--- src/inc/bsci_params.svh ---
/*
  Constants of the boot serial command interpreter: command and response
  codes, error codes, reported tables and bit-rate matching figures.
  Assumes inclusion by bare name from the design and its bench.
*/
`ifndef BSCI_PARAMS_SVH
`define BSCI_PARAMS_SVH

// Command codes
`define BSCI_CMD_SEL_DEV    8'h10
`define BSCI_CMD_SEL_MODE   8'h11
`define BSCI_CMD_INQ_DEV    8'h20
`define BSCI_CMD_INQ_MODE   8'h21
`define BSCI_CMD_INQ_MULT   8'h22
`define BSCI_CMD_INQ_FREQ   8'h23
`define BSCI_CMD_INQ_AREA   8'h25
`define BSCI_CMD_INQ_BLK    8'h26
`define BSCI_CMD_INQ_PSIZE  8'h27
`define BSCI_CMD_SEL_RATE   8'h3F
`define BSCI_CMD_GO_PROG    8'h40
`define BSCI_CMD_INQ_STATE  8'h4F
`define BSCI_CMD_MEM_READ   8'h52

// Response codes
`define BSCI_RSP_ACK        8'h06
`define BSCI_RSP_DEV        8'h30
`define BSCI_RSP_MODE       8'h31
`define BSCI_RSP_MULT       8'h32
`define BSCI_RSP_FREQ       8'h33
`define BSCI_RSP_AREA       8'h35
`define BSCI_RSP_BLK        8'h36
`define BSCI_RSP_PSIZE      8'h37
`define BSCI_RSP_STATE      8'h5F

// Error response is the command code with this bit set (H'10 -> H'90)
`define BSCI_ERR_FLAG       8'h80
`define BSCI_ERR_NONE       8'h00
`define BSCI_ERR_SUM        8'h11
`define BSCI_ERR_NODEV      8'h21
`define BSCI_ERR_NOMODE     8'h22
`define BSCI_ERR_BADCMD     8'h80

// Reported tables; device code and product name are arbitrary values
`define BSCI_DEV_CODE       32'h4456_3031
`define BSCI_PROD_NAME      32'h424F_4F54
`define BSCI_DEV_COUNT      8'h01
`define BSCI_DEV_CHARS      8'h08
`define BSCI_DEV_SIZE       8'h04
`define BSCI_MODE_SIZE      8'h01
`define BSCI_MODE_COUNT     8'h02
`define BSCI_MODE_ONE       8'h01
`define BSCI_MODE_TWO       8'h02
`define BSCI_CLK_TYPES      8'h01
`define BSCI_MULT_COUNT     8'h02
`define BSCI_MULT_HI        8'h04
`define BSCI_MULT_MID       8'h02
`define BSCI_DIV_HALF       8'hFE
`define BSCI_FREQ_MIN       16'h07D0
`define BSCI_FREQ_MAX       16'h0FA0
`define BSCI_AREA_COUNT     8'h01
`define BSCI_FLASH_FIRST    32'h0000_0000
`define BSCI_FLASH_LAST     32'h0003_FFFF
`define BSCI_PROG_UNIT      16'h0080
`define BSCI_ZERO_BYTE      8'h00
`define BSCI_ZERO_WORD      32'h0000_0000

// Payload lengths carried in size fields
`define BSCI_LEN_DEV        8'h0A
`define BSCI_LEN_MODE       8'h03
`define BSCI_LEN_MULT       8'h04
`define BSCI_LEN_FREQ       8'h05
`define BSCI_LEN_AREA       8'h09
`define BSCI_LEN_PSIZE      8'h02
`define BSCI_LEN_STATE      8'h02

// Bytes sent ahead of the checksum, per response
`define BSCI_TX_DEV         4'hC
`define BSCI_TX_MODE        4'h5
`define BSCI_TX_MULT        4'h6
`define BSCI_TX_FREQ        4'h7
`define BSCI_TX_AREA        4'hB
`define BSCI_TX_BLK         4'hC
`define BSCI_TX_PSIZE       4'h4
`define BSCI_TX_STATE       4'h4
`define BSCI_TX_READ        4'h5
`define BSCI_TX_ACK         4'h1
`define BSCI_TX_ERR         4'h2
`define BSCI_RESP_BYTES     14

// Bit-rate matching: a H'00 byte is low for start bit plus eight data bits
`define BSCI_LOW_BITS       4'h9
`define BSCI_BIT_CNT_W      16

`endif

--- src/inc/bsci_pkg.sv ---
/*
  Types of the boot serial command interpreter.
  Assumes nothing beyond a SystemVerilog compiler.
*/
package bsci_pkg;

  typedef enum logic [2:0] {
    BSCI_S_BAUD,
    BSCI_S_CODE,
    BSCI_S_SIZE,
    BSCI_S_DATA,
    BSCI_S_SUM,
    BSCI_S_ERASE,
    BSCI_S_RESP
  } bsci_state_t;

  typedef enum logic [1:0] {
    BSCI_P_MATCH,
    BSCI_P_INQUIRY,
    BSCI_P_PROGRAM
  } bsci_phase_t;

endpackage : bsci_pkg

--- src/hdl/bsci_top.sv ---
/*
  Boot serial command interpreter: bit-rate matching on the receive pin,
  frame parsing with checksum, inquiry and selection handling, erase
  hand-off and framed responses through a two-entry transmit buffer.
  Assumes a byte UART on the same clock delivers and sends bytes, and an
  erase engine answers o_erase_req with a one-cycle i_erase_done.
*/
`timescale 1ns/1ps
`include "bsci_params.svh"

module bsci_top (
  input  wire logic        i_clock,
  input  wire logic        i_rstn,
  input  wire logic        i_rxd,
  input  wire logic        i_rx_valid,
  input  wire logic [7:0]  i_rx_data,
  output logic             o_rx_ready,
  output logic             o_tx_valid,
  output logic [7:0]       o_tx_data,
  input  wire logic        i_tx_ready,
  output logic [15:0]      o_bit_cycles,
  output logic             o_rate_locked,
  output logic             o_erase_req,
  input  wire logic        i_erase_done,
  output logic [7:0]       o_sel_mode,
  output logic [15:0]      o_new_rate,
  output logic             o_prog_state
);

  ////////////////////////////////////////////////////////////////////////////
  // Bit-rate matching on the raw receive pin
  logic                       rxd_meta_q;
  logic                       rxd_q;
  logic                       rxd_prev_q;
  logic [3:0]                 pre_q;
  logic [`BSCI_BIT_CNT_W-1:0] bit_cnt_q;
  bsci_pkg::bsci_phase_t      phase_q;

  always_ff @(posedge i_clock or negedge i_rstn) begin
    if (!i_rstn) begin
      rxd_meta_q <= 1'b1;
      rxd_q      <= 1'b1;
      rxd_prev_q <= 1'b1;
    end else begin
      rxd_meta_q <= i_rxd;
      rxd_q      <= rxd_meta_q;
      rxd_prev_q <= rxd_q;
    end
  end

  // Divide the low time by nine on the fly; no divider needed
  always_ff @(posedge i_clock or negedge i_rstn) begin
    if (!i_rstn) begin
      pre_q         <= 4'h0;
      bit_cnt_q     <= '0;
      o_bit_cycles  <= '0;
      o_rate_locked <= 1'b0;
    end else if (phase_q == bsci_pkg::BSCI_P_MATCH) begin
      if (rxd_prev_q && !rxd_q) begin
        pre_q     <= 4'h1;
        bit_cnt_q <= '0;
      end else if (!rxd_q) begin
        pre_q     <= (pre_q == `BSCI_LOW_BITS - 4'h1) ? 4'h0 : pre_q + 4'h1;
        bit_cnt_q <= (pre_q == `BSCI_LOW_BITS - 4'h1) ? bit_cnt_q + 1'b1 : bit_cnt_q;
      end else if (!rxd_prev_q && rxd_q && bit_cnt_q != '0) begin
        o_bit_cycles  <= bit_cnt_q;
        o_rate_locked <= 1'b1;
      end
    end
  end

  ////////////////////////////////////////////////////////////////////////////
  // Frame parser
  bsci_pkg::bsci_state_t state_q;
  logic [7:0]            cmd_q;
  logic [7:0]            size_q;
  logic [7:0]            left_q;
  logic [7:0]            sum_q;
  logic [31:0]           data_q;
  logic [7:0]            dev_sel_q;
  logic [7:0]            last_err_q;
  logic                  take;
  logic [7:0]            dec_cmd;
  logic [7:0]            dec_err;
  logic [8*`BSCI_RESP_BYTES-1:0] rvec;
  logic [3:0]            rlen;
  logic                  rframed;

  assign take = o_rx_ready && i_rx_valid;

  function automatic logic has_frame(input logic [7:0] c);
    has_frame = (c == `BSCI_CMD_SEL_DEV) || (c == `BSCI_CMD_SEL_MODE) ||
                (c == `BSCI_CMD_SEL_RATE);
  endfunction : has_frame

  function automatic logic inquiry_cmd(input logic [7:0] c);
    inquiry_cmd = has_frame(c) || (c == `BSCI_CMD_INQ_DEV) ||
                  (c == `BSCI_CMD_INQ_MODE) || (c == `BSCI_CMD_INQ_MULT) ||
                  (c == `BSCI_CMD_INQ_FREQ) || (c == `BSCI_CMD_INQ_AREA) ||
                  (c == `BSCI_CMD_INQ_BLK) || (c == `BSCI_CMD_INQ_PSIZE) ||
                  (c == `BSCI_CMD_GO_PROG);
  endfunction : inquiry_cmd

  // Which error, if any, ends the command now being decided
  always_comb begin
    dec_cmd = (state_q == bsci_pkg::BSCI_S_CODE) ? i_rx_data : cmd_q;
    dec_err = `BSCI_ERR_NONE;
    if (state_q == bsci_pkg::BSCI_S_CODE) begin
      if (phase_q == bsci_pkg::BSCI_P_PROGRAM) begin
        if (dec_cmd != `BSCI_CMD_INQ_STATE && dec_cmd != `BSCI_CMD_MEM_READ) begin
          dec_err = `BSCI_ERR_BADCMD;
        end
      end else if (!inquiry_cmd(dec_cmd) && dec_cmd != `BSCI_CMD_INQ_STATE) begin
        dec_err = `BSCI_ERR_BADCMD;
      end
    end else if (sum_q + i_rx_data != `BSCI_ZERO_BYTE) begin
      dec_err = `BSCI_ERR_SUM;
    end else if (cmd_q == `BSCI_CMD_SEL_DEV) begin
      if (size_q != `BSCI_DEV_SIZE || data_q != `BSCI_DEV_CODE) begin
        dec_err = `BSCI_ERR_NODEV;
      end
    end else if (cmd_q == `BSCI_CMD_SEL_MODE) begin
      if (size_q != `BSCI_MODE_SIZE ||
          (data_q[7:0] != `BSCI_MODE_ONE && data_q[7:0] != `BSCI_MODE_TWO)) begin
        dec_err = `BSCI_ERR_NOMODE;
      end
    end
  end

  // Response image, bytes before the checksum, left aligned
  always_comb begin
    rvec    = '0;
    rlen    = `BSCI_TX_ACK;
    rframed = 1'b1;
    if (dec_err != `BSCI_ERR_NONE) begin
      rvec    = {dec_cmd | `BSCI_ERR_FLAG, dec_err, 96'h0};
      rlen    = `BSCI_TX_ERR;
      rframed = 1'b0;
    end else if (has_frame(dec_cmd) || dec_cmd == `BSCI_CMD_GO_PROG) begin
      rvec    = {`BSCI_RSP_ACK, 104'h0};
      rframed = 1'b0;
    end else if (dec_cmd == `BSCI_CMD_INQ_DEV) begin
      rvec = {`BSCI_RSP_DEV, `BSCI_LEN_DEV, `BSCI_DEV_COUNT, `BSCI_DEV_CHARS,
              `BSCI_DEV_CODE, `BSCI_PROD_NAME, 16'h0};
      rlen = `BSCI_TX_DEV;
    end else if (dec_cmd == `BSCI_CMD_INQ_MODE) begin
      rvec = {`BSCI_RSP_MODE, `BSCI_LEN_MODE, `BSCI_MODE_COUNT,
              `BSCI_MODE_ONE, `BSCI_MODE_TWO, 72'h0};
      rlen = `BSCI_TX_MODE;
    end else if (dec_cmd == `BSCI_CMD_INQ_MULT) begin
      // The multiplier follows the selected clock mode; the BSCI_DIV_HALF entry is fixed
      rvec = {`BSCI_RSP_MULT, `BSCI_LEN_MULT, `BSCI_CLK_TYPES, `BSCI_MULT_COUNT,
              (o_sel_mode == `BSCI_MODE_TWO) ? `BSCI_MULT_MID : `BSCI_MULT_HI,
              `BSCI_DIV_HALF, 64'h0};
      rlen = `BSCI_TX_MULT;
    end else if (dec_cmd == `BSCI_CMD_INQ_FREQ) begin
      rvec = {`BSCI_RSP_FREQ, `BSCI_LEN_FREQ, `BSCI_CLK_TYPES,
              `BSCI_FREQ_MIN, `BSCI_FREQ_MAX, 56'h0};
      rlen = `BSCI_TX_FREQ;
    end else if (dec_cmd == `BSCI_CMD_INQ_AREA) begin
      rvec = {`BSCI_RSP_AREA, `BSCI_LEN_AREA, `BSCI_AREA_COUNT,
              `BSCI_FLASH_FIRST, `BSCI_FLASH_LAST, 24'h0};
      rlen = `BSCI_TX_AREA;
    end else if (dec_cmd == `BSCI_CMD_INQ_BLK) begin
      // Two-byte size field on this response
      rvec = {`BSCI_RSP_BLK, `BSCI_ZERO_BYTE, `BSCI_LEN_AREA, `BSCI_AREA_COUNT,
              `BSCI_FLASH_FIRST, `BSCI_FLASH_LAST, 16'h0};
      rlen = `BSCI_TX_BLK;
    end else if (dec_cmd == `BSCI_CMD_INQ_PSIZE) begin
      rvec = {`BSCI_RSP_PSIZE, `BSCI_LEN_PSIZE, `BSCI_PROG_UNIT, 80'h0};
      rlen = `BSCI_TX_PSIZE;
    end else if (dec_cmd == `BSCI_CMD_INQ_STATE) begin
      rvec = {`BSCI_RSP_STATE, `BSCI_LEN_STATE, 6'h0, phase_q,
              last_err_q, 80'h0};
      rlen = `BSCI_TX_STATE;
    end else begin
      // Memory read: contents not served here, only the four-byte size
      rvec = {`BSCI_CMD_MEM_READ, `BSCI_ZERO_WORD, 72'h0};
      rlen = `BSCI_TX_READ;
    end
  end

  logic [8*`BSCI_RESP_BYTES-1:0] resp_q;
  logic [3:0]                    rlen_q;
  logic                          rframed_q;
  logic [3:0]                    idx_q;
  logic [7:0]                    tsum_q;
  logic                          buf_in_ready;
  logic                          gen_push;
  logic [7:0]                    gen_byte;
  logic                          gen_last;

  always_comb begin
    gen_push = (state_q == bsci_pkg::BSCI_S_RESP) && buf_in_ready;
    gen_last = rframed_q ? (idx_q == rlen_q) : (idx_q == rlen_q - 4'h1);
    gen_byte = (idx_q == rlen_q) ? 8'h0 - tsum_q
                                 : resp_q[8*`BSCI_RESP_BYTES-1 -: 8];
  end

  always_ff @(posedge i_clock or negedge i_rstn) begin
    if (!i_rstn) begin
      state_q     <= bsci_pkg::BSCI_S_BAUD;
      phase_q     <= bsci_pkg::BSCI_P_MATCH;
      cmd_q       <= 8'h00;
      size_q      <= 8'h00;
      left_q      <= 8'h00;
      sum_q       <= 8'h00;
      data_q      <= '0;
      resp_q      <= '0;
      rlen_q      <= 4'h0;
      rframed_q   <= 1'b0;
      idx_q       <= 4'h0;
      tsum_q      <= 8'h00;
      o_rx_ready  <= 1'b0;
      o_erase_req <= 1'b0;
      last_err_q  <= 8'h00;
    end else begin
      o_erase_req <= 1'b0;
      case (state_q)
        bsci_pkg::BSCI_S_BAUD: begin
          if (o_rate_locked) begin
            state_q    <= bsci_pkg::BSCI_S_CODE;
            phase_q    <= bsci_pkg::BSCI_P_INQUIRY;
            o_rx_ready <= 1'b1;
          end
        end
        bsci_pkg::BSCI_S_CODE: begin
          if (take) begin
            cmd_q <= i_rx_data;
            sum_q <= i_rx_data;
            if (dec_err == `BSCI_ERR_NONE && has_frame(i_rx_data)) begin
              state_q <= bsci_pkg::BSCI_S_SIZE;
            end else begin
              o_rx_ready <= 1'b0;
              resp_q     <= rvec;
              rlen_q     <= rlen;
              rframed_q  <= rframed;
              idx_q      <= 4'h0;
              tsum_q     <= 8'h00;
              last_err_q <= dec_err;
              state_q    <= (dec_err == `BSCI_ERR_NONE && i_rx_data == `BSCI_CMD_GO_PROG)
                            ? bsci_pkg::BSCI_S_ERASE : bsci_pkg::BSCI_S_RESP;
              o_erase_req <= (dec_err == `BSCI_ERR_NONE &&
                              i_rx_data == `BSCI_CMD_GO_PROG);
            end
          end
        end
        bsci_pkg::BSCI_S_SIZE: begin
          if (take) begin
            size_q  <= i_rx_data;
            left_q  <= i_rx_data;
            sum_q   <= sum_q + i_rx_data;
            data_q  <= '0;
            state_q <= (i_rx_data == 8'h00) ? bsci_pkg::BSCI_S_SUM : bsci_pkg::BSCI_S_DATA;
          end
        end
        bsci_pkg::BSCI_S_DATA: begin
          if (take) begin
            data_q  <= {data_q[23:0], i_rx_data};
            sum_q   <= sum_q + i_rx_data;
            left_q  <= left_q - 8'h01;
            state_q <= (left_q == 8'h01) ? bsci_pkg::BSCI_S_SUM : bsci_pkg::BSCI_S_DATA;
          end
        end
        bsci_pkg::BSCI_S_SUM: begin
          if (take) begin
            o_rx_ready <= 1'b0;
            resp_q     <= rvec;
            rlen_q     <= rlen;
            rframed_q  <= rframed;
            idx_q      <= 4'h0;
            tsum_q     <= 8'h00;
            last_err_q <= dec_err;
            state_q    <= bsci_pkg::BSCI_S_RESP;
          end
        end
        bsci_pkg::BSCI_S_ERASE: begin
          // ACK goes out only once the whole array is erased
          if (i_erase_done) begin
            phase_q <= bsci_pkg::BSCI_P_PROGRAM;
            state_q <= bsci_pkg::BSCI_S_RESP;
          end
        end
        bsci_pkg::BSCI_S_RESP: begin
          if (gen_push) begin
            resp_q <= {resp_q[8*`BSCI_RESP_BYTES-9:0], 8'h00};
            tsum_q <= tsum_q + gen_byte;
            idx_q  <= idx_q + 4'h1;
            if (gen_last) begin
              state_q    <= bsci_pkg::BSCI_S_CODE;
              o_rx_ready <= 1'b1;
            end
          end
        end
        default: state_q <= bsci_pkg::BSCI_S_BAUD;
      endcase
    end
  end

  ////////////////////////////////////////////////////////////////////////////
  // Selection settings; a repeat simply overwrites, but a rate selection leaves o_new_rate unchanged
  logic sel_ok;

  assign sel_ok = (state_q == bsci_pkg::BSCI_S_SUM) && take && dec_err == `BSCI_ERR_NONE;

  always_ff @(posedge i_clock or negedge i_rstn) begin
    if (!i_rstn) begin
      dev_sel_q  <= 8'h00;
      o_sel_mode <= 8'h00;
      o_new_rate <= 16'h0000;
    end else if (sel_ok) begin
      if (cmd_q == `BSCI_CMD_SEL_DEV) begin
        dev_sel_q <= `BSCI_DEV_COUNT;
      end else if (cmd_q == `BSCI_CMD_SEL_MODE) begin
        o_sel_mode <= data_q[7:0];
      end else if (cmd_q == `BSCI_CMD_SEL_RATE && size_q >= 8'h02) begin
        o_new_rate <= o_new_rate;
      end
    end
  end

  ////////////////////////////////////////////////////////////////////////////
  // Two-entry transmit buffer: output stage plus a spare, so a stall by the
  // receiver never drops a byte; the spare being full stalls the generator
  logic       spare_v_q;
  logic [7:0] spare_q;
  logic       out_free;

  assign out_free     = !o_tx_valid || i_tx_ready;
  assign buf_in_ready = !spare_v_q;

  always_ff @(posedge i_clock or negedge i_rstn) begin
    if (!i_rstn) begin
      o_tx_valid <= 1'b0;
      o_tx_data  <= 8'h00;
      spare_v_q  <= 1'b0;
      spare_q    <= 8'h00;
    end else begin
      if (out_free) begin
        if (spare_v_q) begin
          o_tx_valid <= 1'b1;
          o_tx_data  <= spare_q;
          spare_v_q  <= gen_push;
          spare_q    <= gen_byte;
        end else begin
          o_tx_valid <= gen_push;
          o_tx_data  <= gen_push ? gen_byte : o_tx_data;
        end
      end else if (gen_push) begin
        spare_v_q <= 1'b1;
        spare_q   <= gen_byte;
      end
    end
  end

  always_ff @(posedge i_clock or negedge i_rstn) begin
    if (!i_rstn) begin
      o_prog_state <= 1'b0;
    end else begin
      o_prog_state <= (phase_q == bsci_pkg::BSCI_P_PROGRAM);
    end
  end

endmodule : bsci_top

--- config.mk ---
export PLATFORM = sky130hd
export DESIGN_NAME = bsci_top
export DESIGN_NICKNAME = d
export VERILOG_FILES = /design/src/inc/bsci_pkg.sv /design/src/hdl/bsci_top.sv
export VERILOG_INCLUDE_DIRS = /design/src /design/src/inc
export SDC_FILE = /design/constraint.sdc
export NUM_CORES = 1
export LEC_CHECK = 0
export BUFFER_PORTS_ARGS = -buffer_cell sky130_fd_sc_hd__clkbuf_2
export CAP_MARGIN = 0
export CORE_MARGIN = 2
export CORE_UTILIZATION = 42
export CTS_CLUSTER_DIAMETER = 100
export CTS_CLUSTER_SIZE = 20
export DETAILED_ROUTE_END_ITERATION = 10
export GPL_TIMING_DRIVEN = 0
export PLACE_DENSITY_LB_ADDON = 0.08
export SLEW_MARGIN = 20
export SYNTH_ARGS = -nofsm -noshare
export SYNTH_HDL_FRONTEND = slang
export SYNTH_SLANG_ARGS = --single-unit
--- constraint.sdc ---
create_clock -name i_clock -period 5.37 [get_ports i_clock]
set_input_delay 1.611 -clock i_clock [delete_from_list [all_inputs] [get_ports i_clock]]
set_output_delay 1.611 -clock i_clock [all_outputs]
set_load 0.005 [all_outputs]
==> metrics.csv, run 1 <==
metric;value;unit
final slew viol count;0;
Final GP Congestion;0.908;
crit path kind;primary input to flip-flop;
Max Root-Sink Buffers;3;
GRT Overall Usage;22.6;%
final hold vios;0;
vias per cell;5.52;
Chip Width;175;um
Gate Count Post-Synth;1339;
grt ovf;0;
Final TNS setup;0;ns
# fillers;2868;
CTS Sinks;242;
Buf/Inv on CP;3;
Die ar.;0.0306;mm^2
Netlist cell types;70;
Post-Synth Simple-Gate Area;22.4;%
total of max-cap violations;0;
Post-Route WL;33.9;mm
Vias;10000;
pin count of the biggest net entering global routing;76;
first-pass GRT wire length;55.4;mm
root buffer cell;clkbuf_16;
vias in the first global route;9708;
CP Data Required Time;5.74;ns
fraction of layout cells with a size suffix above 1;11.2;%
antenna-violating nets left;0;
ys async rst share;100;%
area of the multi-input gates;0.00575;mm^2
Post-Synth XOR/XNOR Area;2.71;%
Post-route DRC;0;
CP max-delay cell;or4_4;
Crit path max-delay family;simple AND/OR/NAND/NOR gates;
fin crit share;93.6;%
Synth Area in Compound Gates;13.5;%
critical path, cell by cell;clkbuf_2, clkbuf_1, inv_1, fa_1, nor2b_1, o31a_1, nor4b_1, a211o_1, or4_4, nand2_1, nand4_1, mux2_2;
# IOs;67;
Cell Area, Placed;0.0131;mm^2
DP Wirelength;24.5;mm
power consumption;7040;uW
Layout Area Growth over Synthesis;11.0;%
setup slack at placement;-0.0828;ns
most common cell after layout, fill and taps aside;dfrtp_1;
clock tree from TritonCTS;built;
Worst EP arrival;5.39;ns
Worst-Skew Late Latency;0.51;ns
Setup Skew;0.0295;ns
Final nets;1463;
hold-fix buffer count after cts;0;
post-cts sizing count;0;
# rows;62;
initial antenna violation count;0;
Crit. End Element;flip-flop;
# port buffers;49;
Reg clk slew, reported paths;0.09;ns
power per cell area;517;mW/mm^2
Slew HR;34.9;%
CP max FO;10;
worst-margin pin slew;0.974;ns
CORE AREA;0.0287;mm^2
minimum clock period;5.02;ns
Die Ht;175;um
CP max stage delay;0.61;ns
Max Fclk;0.199;GHz
Syn Area/Cell;9.16;um^2
final worst slack;0.346;ns
Synth Area in Adders;2.67;%
Initial DRC Count;871;
Worst setup SP type;primary input;
Register Area;0.00606;mm^2
post-CTS setup repair buffer count;0;
top post-synthesis cells by area;dfrtp_1, nand2_1, a21oi_1;
synth warn;0;
Seq/Total Area, Yosys;49.4;%
class of the worst hold path;flip-flop to flip-flop;
#FFs+latches synth;242;
proportion of synthesized area in mux cells;4.99;%
# setup viols final;0;
H-tree levels;1;
RSZ-0062 raised after global routing;no;
DR WL/cell;18.7;um
Num CTS Buffers;16;
Starting Density;42.7;%
commonest non-fill, non-tap cells in the layout;dfrtp_1, nand2_1, nor2_1;
Leak Pwr;0.00637;uW
most frequently used flop master after synthesis;dfrtp_1;
Worst VDD drop;0.207;mV
post-layout util;47.4;%
dominant cell type by area after synthesis;dfrtp_1;
main combinational cell family by area after synthesis;simple AND/OR/NAND/NOR gates;
DRT Pass-1 Iters;5;
post-synth top area share;48.8;%
Synth Cell Area;0.0123;mm^2
outcome;finished clean;
number of synthesized flops with an enable pin;0;
final instance area;0.0136;mm^2
[stage by stage]
step	std cells	hold slack, ns
6_report	1815	0.356
5_1_grt	1814	0.360
4_1_cts	1814	0.364
3_5_place_dp	1790	0.350
3_3_place_gp	1787	0.349
2_1_floorplan	1354	0.345
[sequential cells by signal, indices dropped and copies added, names as in the netlist, 16 cells and up]
signal and cells:
data_q 32, resp_q 82, bit_cnt_q 16, o_bit_cycles 16
[cell usage after synthesis, types with 9 or more instances]
library cell / count
a21o_1: 9
a21oi_1: 111
and2_1: 17
buf_2: 10
buf_4: 17
clkbuf_1: 56
dfrtp_1: 239
ha_1: 23
inv_1: 24
mux2_2: 41
mux2i_1: 15
nand2_1: 231
nand2b_1: 14
nand3_1: 86
nand4_1: 19
nor2_1: 118
nor2b_1: 9
nor3_1: 24
nor3b_1: 9
nor4_1: 11
o21ai_0: 63
o22ai_1: 10
or3_1: 10
xnor2_1: 13
xor2_1: 25
[power breakdown]
group | leakage (uW) | internal, uW | switching [uW] | total (uW)
clock | 0.000222 | 587 | 653 | 1240
sequential | 0.00315 | 2400 | 435 | 2840
combinational | 0.00300 | 1100 | 1860 | 2960
total | 0.00637 | 4090 | 2950 | 7040
[layout make-up]
| type | count | area share [%] |
|---|---|---|
| Antenna cell | 1 | 0.0184 |
| Buffer | 92 | 3.15 |
| Clock buffer | 22 | 3.26 |
| Clock inverter | 2 | 0.175 |
| Inverter | 24 | 0.662 |
| Multi-Input combinational cell | 996 | 42.2 |
| Sequential cell | 242 | 44.5 |
| Tap cell | 384 | 3.53 |
| Timing Repair Buffer | 52 | 2.47 |
[kinds of logic (layout without fill, tap and decap cells)]
group           count (synthesis)  after routing
fa+ha+maj                      25             25
compound gates                276            276
buf+inv                       116            192
simple gates                  585            585
mux                            56             56
xor+xnor                       38             38
other cells                     1             17
flops                         242            242
[worst paths after layout]
path | startpoint | endpoint | slack, ns | depth (start not counted)
setup / recovery | i_rx_data[1] | o_sel_mode[1] | 0.35 | 12
hold / removal | rxd_meta_q | rxd_q | 0.36 | 0
setup reg to reg | idx_q[0] | tsum_q[7] | 1.52 | 12
hold reg to reg | rxd_meta_q | rxd_q | 0.36 | 0
max in group asynchronous | i_rstn | resp_q[102] | 3.36 | 3
min in group asynchronous | i_rstn | bit_cnt_q[5] | 1.02 | 1
[layer usage]
layer | global-route usage, % | vias up | share of wire (%)
met5 | 0 | - | 0
met4 | 4.72 | 0 | 1.9
met3 | 2.46 | 33 | 5.0
met2 | 34.8 | 275 | 44
met1 | 34.5 | 4890 | 49
li1 | - | 4827 | -
No activity file was read; power rests on OpenSTA's default activity.
==> run 2, diff against run 1 <==
--- a/config.mk
+++ b/config.mk
@@ -15,6 +15,7 @@
 export DETAILED_ROUTE_END_ITERATION = 10
 export GPL_TIMING_DRIVEN = 0
 export PLACE_DENSITY_LB_ADDON = 0.08
+export RECOVER_POWER = 100
 export SLEW_MARGIN = 20
 export SYNTH_ARGS = -nofsm -noshare
 export SYNTH_HDL_FRONTEND = slang
==> metrics.csv, run 2 (synthesized netlist as in run 1, its figures left out) <==
metric;value;unit
H-tree levels;1;
# IOs;67;
worst-margin pin slew;2.60;ns
vias per cell;5.53;
initial antenna violation count;0;
Max Fclk;0.197;GHz
# port buffers;49;
minimum clock period;5.07;ns
DR WL/cell;18.7;um
# setup viols final;0;
Vias;10000;
crit path kind;primary input to flip-flop;
first-pass GRT wire length;55.4;mm
Layout Area Growth over Synthesis;10.3;%
Met2 Routed Length;15.0;mm
R2R cell count;12;
Worst VDD drop;0.207;mV
Chip Width;175;um
biggest regs;resp_q (82), data_q (32);
fraction of layout cells with a size suffix above 1;9.58;%
class of the worst hold path;flip-flop to flip-flop;
pin count of the biggest net entering global routing;76;
antenna-violating nets left;0;
Die ar.;0.0306;mm^2
post-CTS setup repair buffer count;0;
hold-fix buffer count after cts;0;
Post-route DRC;0;
outcome;complete, but fails checks;
Top Layer Used;met4;
Crit. End Element;flip-flop;
post-layout util;47.2;%
Slew HR;-73.4;%
Worst setup SP type;primary input;
Leak Pwr;0.00629;uW
Final GP Congestion;0.908;
Final nets;1463;
Hold WS;0.360;ns
WL met3;1.61;mm
DRT Pass-1 Iters;5;
GRT Overall Usage;22.6;%
CP Data Required Time;5.79;ns
max reg flops;82;
final slew viol count;55;
root buffer cell;clkbuf_16;
Die Ht;175;um
met1 wire length;16.8;mm
post-cts sizing count;0;
vias in the first global route;9708;
failing checks;capacitance limit, slew limit;
setup slack at placement;-0.0828;ns
Setup Skew;0.0275;ns
Post-Route WL;34.0;mm
power per cell area;518;mW/mm^2
hold depth;0;
final hold vios;0;
CP max FO;10;
total of max-cap violations;2;
RSZ-0062 raised after global routing;no;
# rows;62;
commonest non-fill, non-tap cells in the layout;dfrtp_1, nand2_1, nor2_1;
Initial DRC Count;868;
clock tree from TritonCTS;built;
DP Wirelength;24.5;mm
Worst-Skew Late Latency;0.51;ns
final worst slack;0.300;ns
Worst EP arrival;5.49;ns
grt ovf;0;
CORE AREA;0.0287;mm^2
Max Root-Sink Buffers;3;
most common cell after layout, fill and taps aside;dfrtp_1;
register with the most flip-flops;resp_q;
Starting Density;42.7;%
Num CTS Buffers;16;
CTS Sinks;242;
Reg clk slew, reported paths;0.09;ns
fin crit share;94.4;%
run 2: changes by cell type in the layout (fill, tap and decap cells not counted), sizes merged:
cell    change
buf        -10
clkbuf     +10
run 2: final timing paths:
kind	start	endpoint	slack (ns)
worst max-delay path	i_rx_data[1]	resp_q[27]	0.30
worst min-delay path	rxd_meta_q	rxd_q	0.36
worst max register to register	idx_q[0]	tsum_q[7]	1.03
worst min register to register	rxd_meta_q	rxd_q	0.36
max in group asynchronous	i_rstn	resp_q[48]	0.83
min in group asynchronous	i_rstn	bit_cnt_q[5]	1.90
run 2: worst max-delay path, cell delays in order:
cell and delay [ns]:
clkbuf_2 0.14, clkbuf_1 0.42, inv_1 0.27, fa_1 0.51, nor2b_1 0.20, o31a_1 0.24, nor4b_1 0.08, a211o_1 0.30
or4_4 0.61, a211oi_1 0.45, buf_6 0.22, o21ai_1 0.22, a21oi_1 0.22
run 2: routing by layer:
| metal | GRT usage [%] | vias up |
|---|---|---|
| met2 | 34.8 | 254 |
| li1 | - | 4822 |
| met1 | 34.5 | 4932 |
| met3 | 2.46 | 29 |
| met4 | 4.72 | 0 |
| met5 | 0 | - |
run 2: power breakdown:
group          leakage, uW  switching (uW)  internal [uW]  total [uW]
clock             0.000222             653            587        1240
sequential         0.00315             434           2400        2840
combinational      0.00292            1850           1090        2940
total              0.00629            2930           4080        7010
run 2: stage by stage:
step | setup TNS [ns] | std cells | total power (uW) | area [um^2]
CTS | 0 | 1814 | 7050 | 13600
global placement | -606.14 | 1787 | 5740 | 13000
global route | 0 | 1814 | 7570 | 13500
floorplan | 0 | 1354 | 4890 | 12300
detailed placement | -0.165 | 1790 | 5800 | 13100
finish | 0 | 1815 | 7010 | 13500
run 2: cell type report:
cell class / count / area (um^2)
buffer: 92 / 425
sequential: 242 / 6060
antenna: 1 / 2.50
tap: 384 / 480
clock inverter: 2 / 23.8
timing repair buffer: 52 / 289
clock buffer: 22 / 444
multi-input combinational: 996 / 5720
inverter: 24 / 90.1
fill: 2888 / 15200
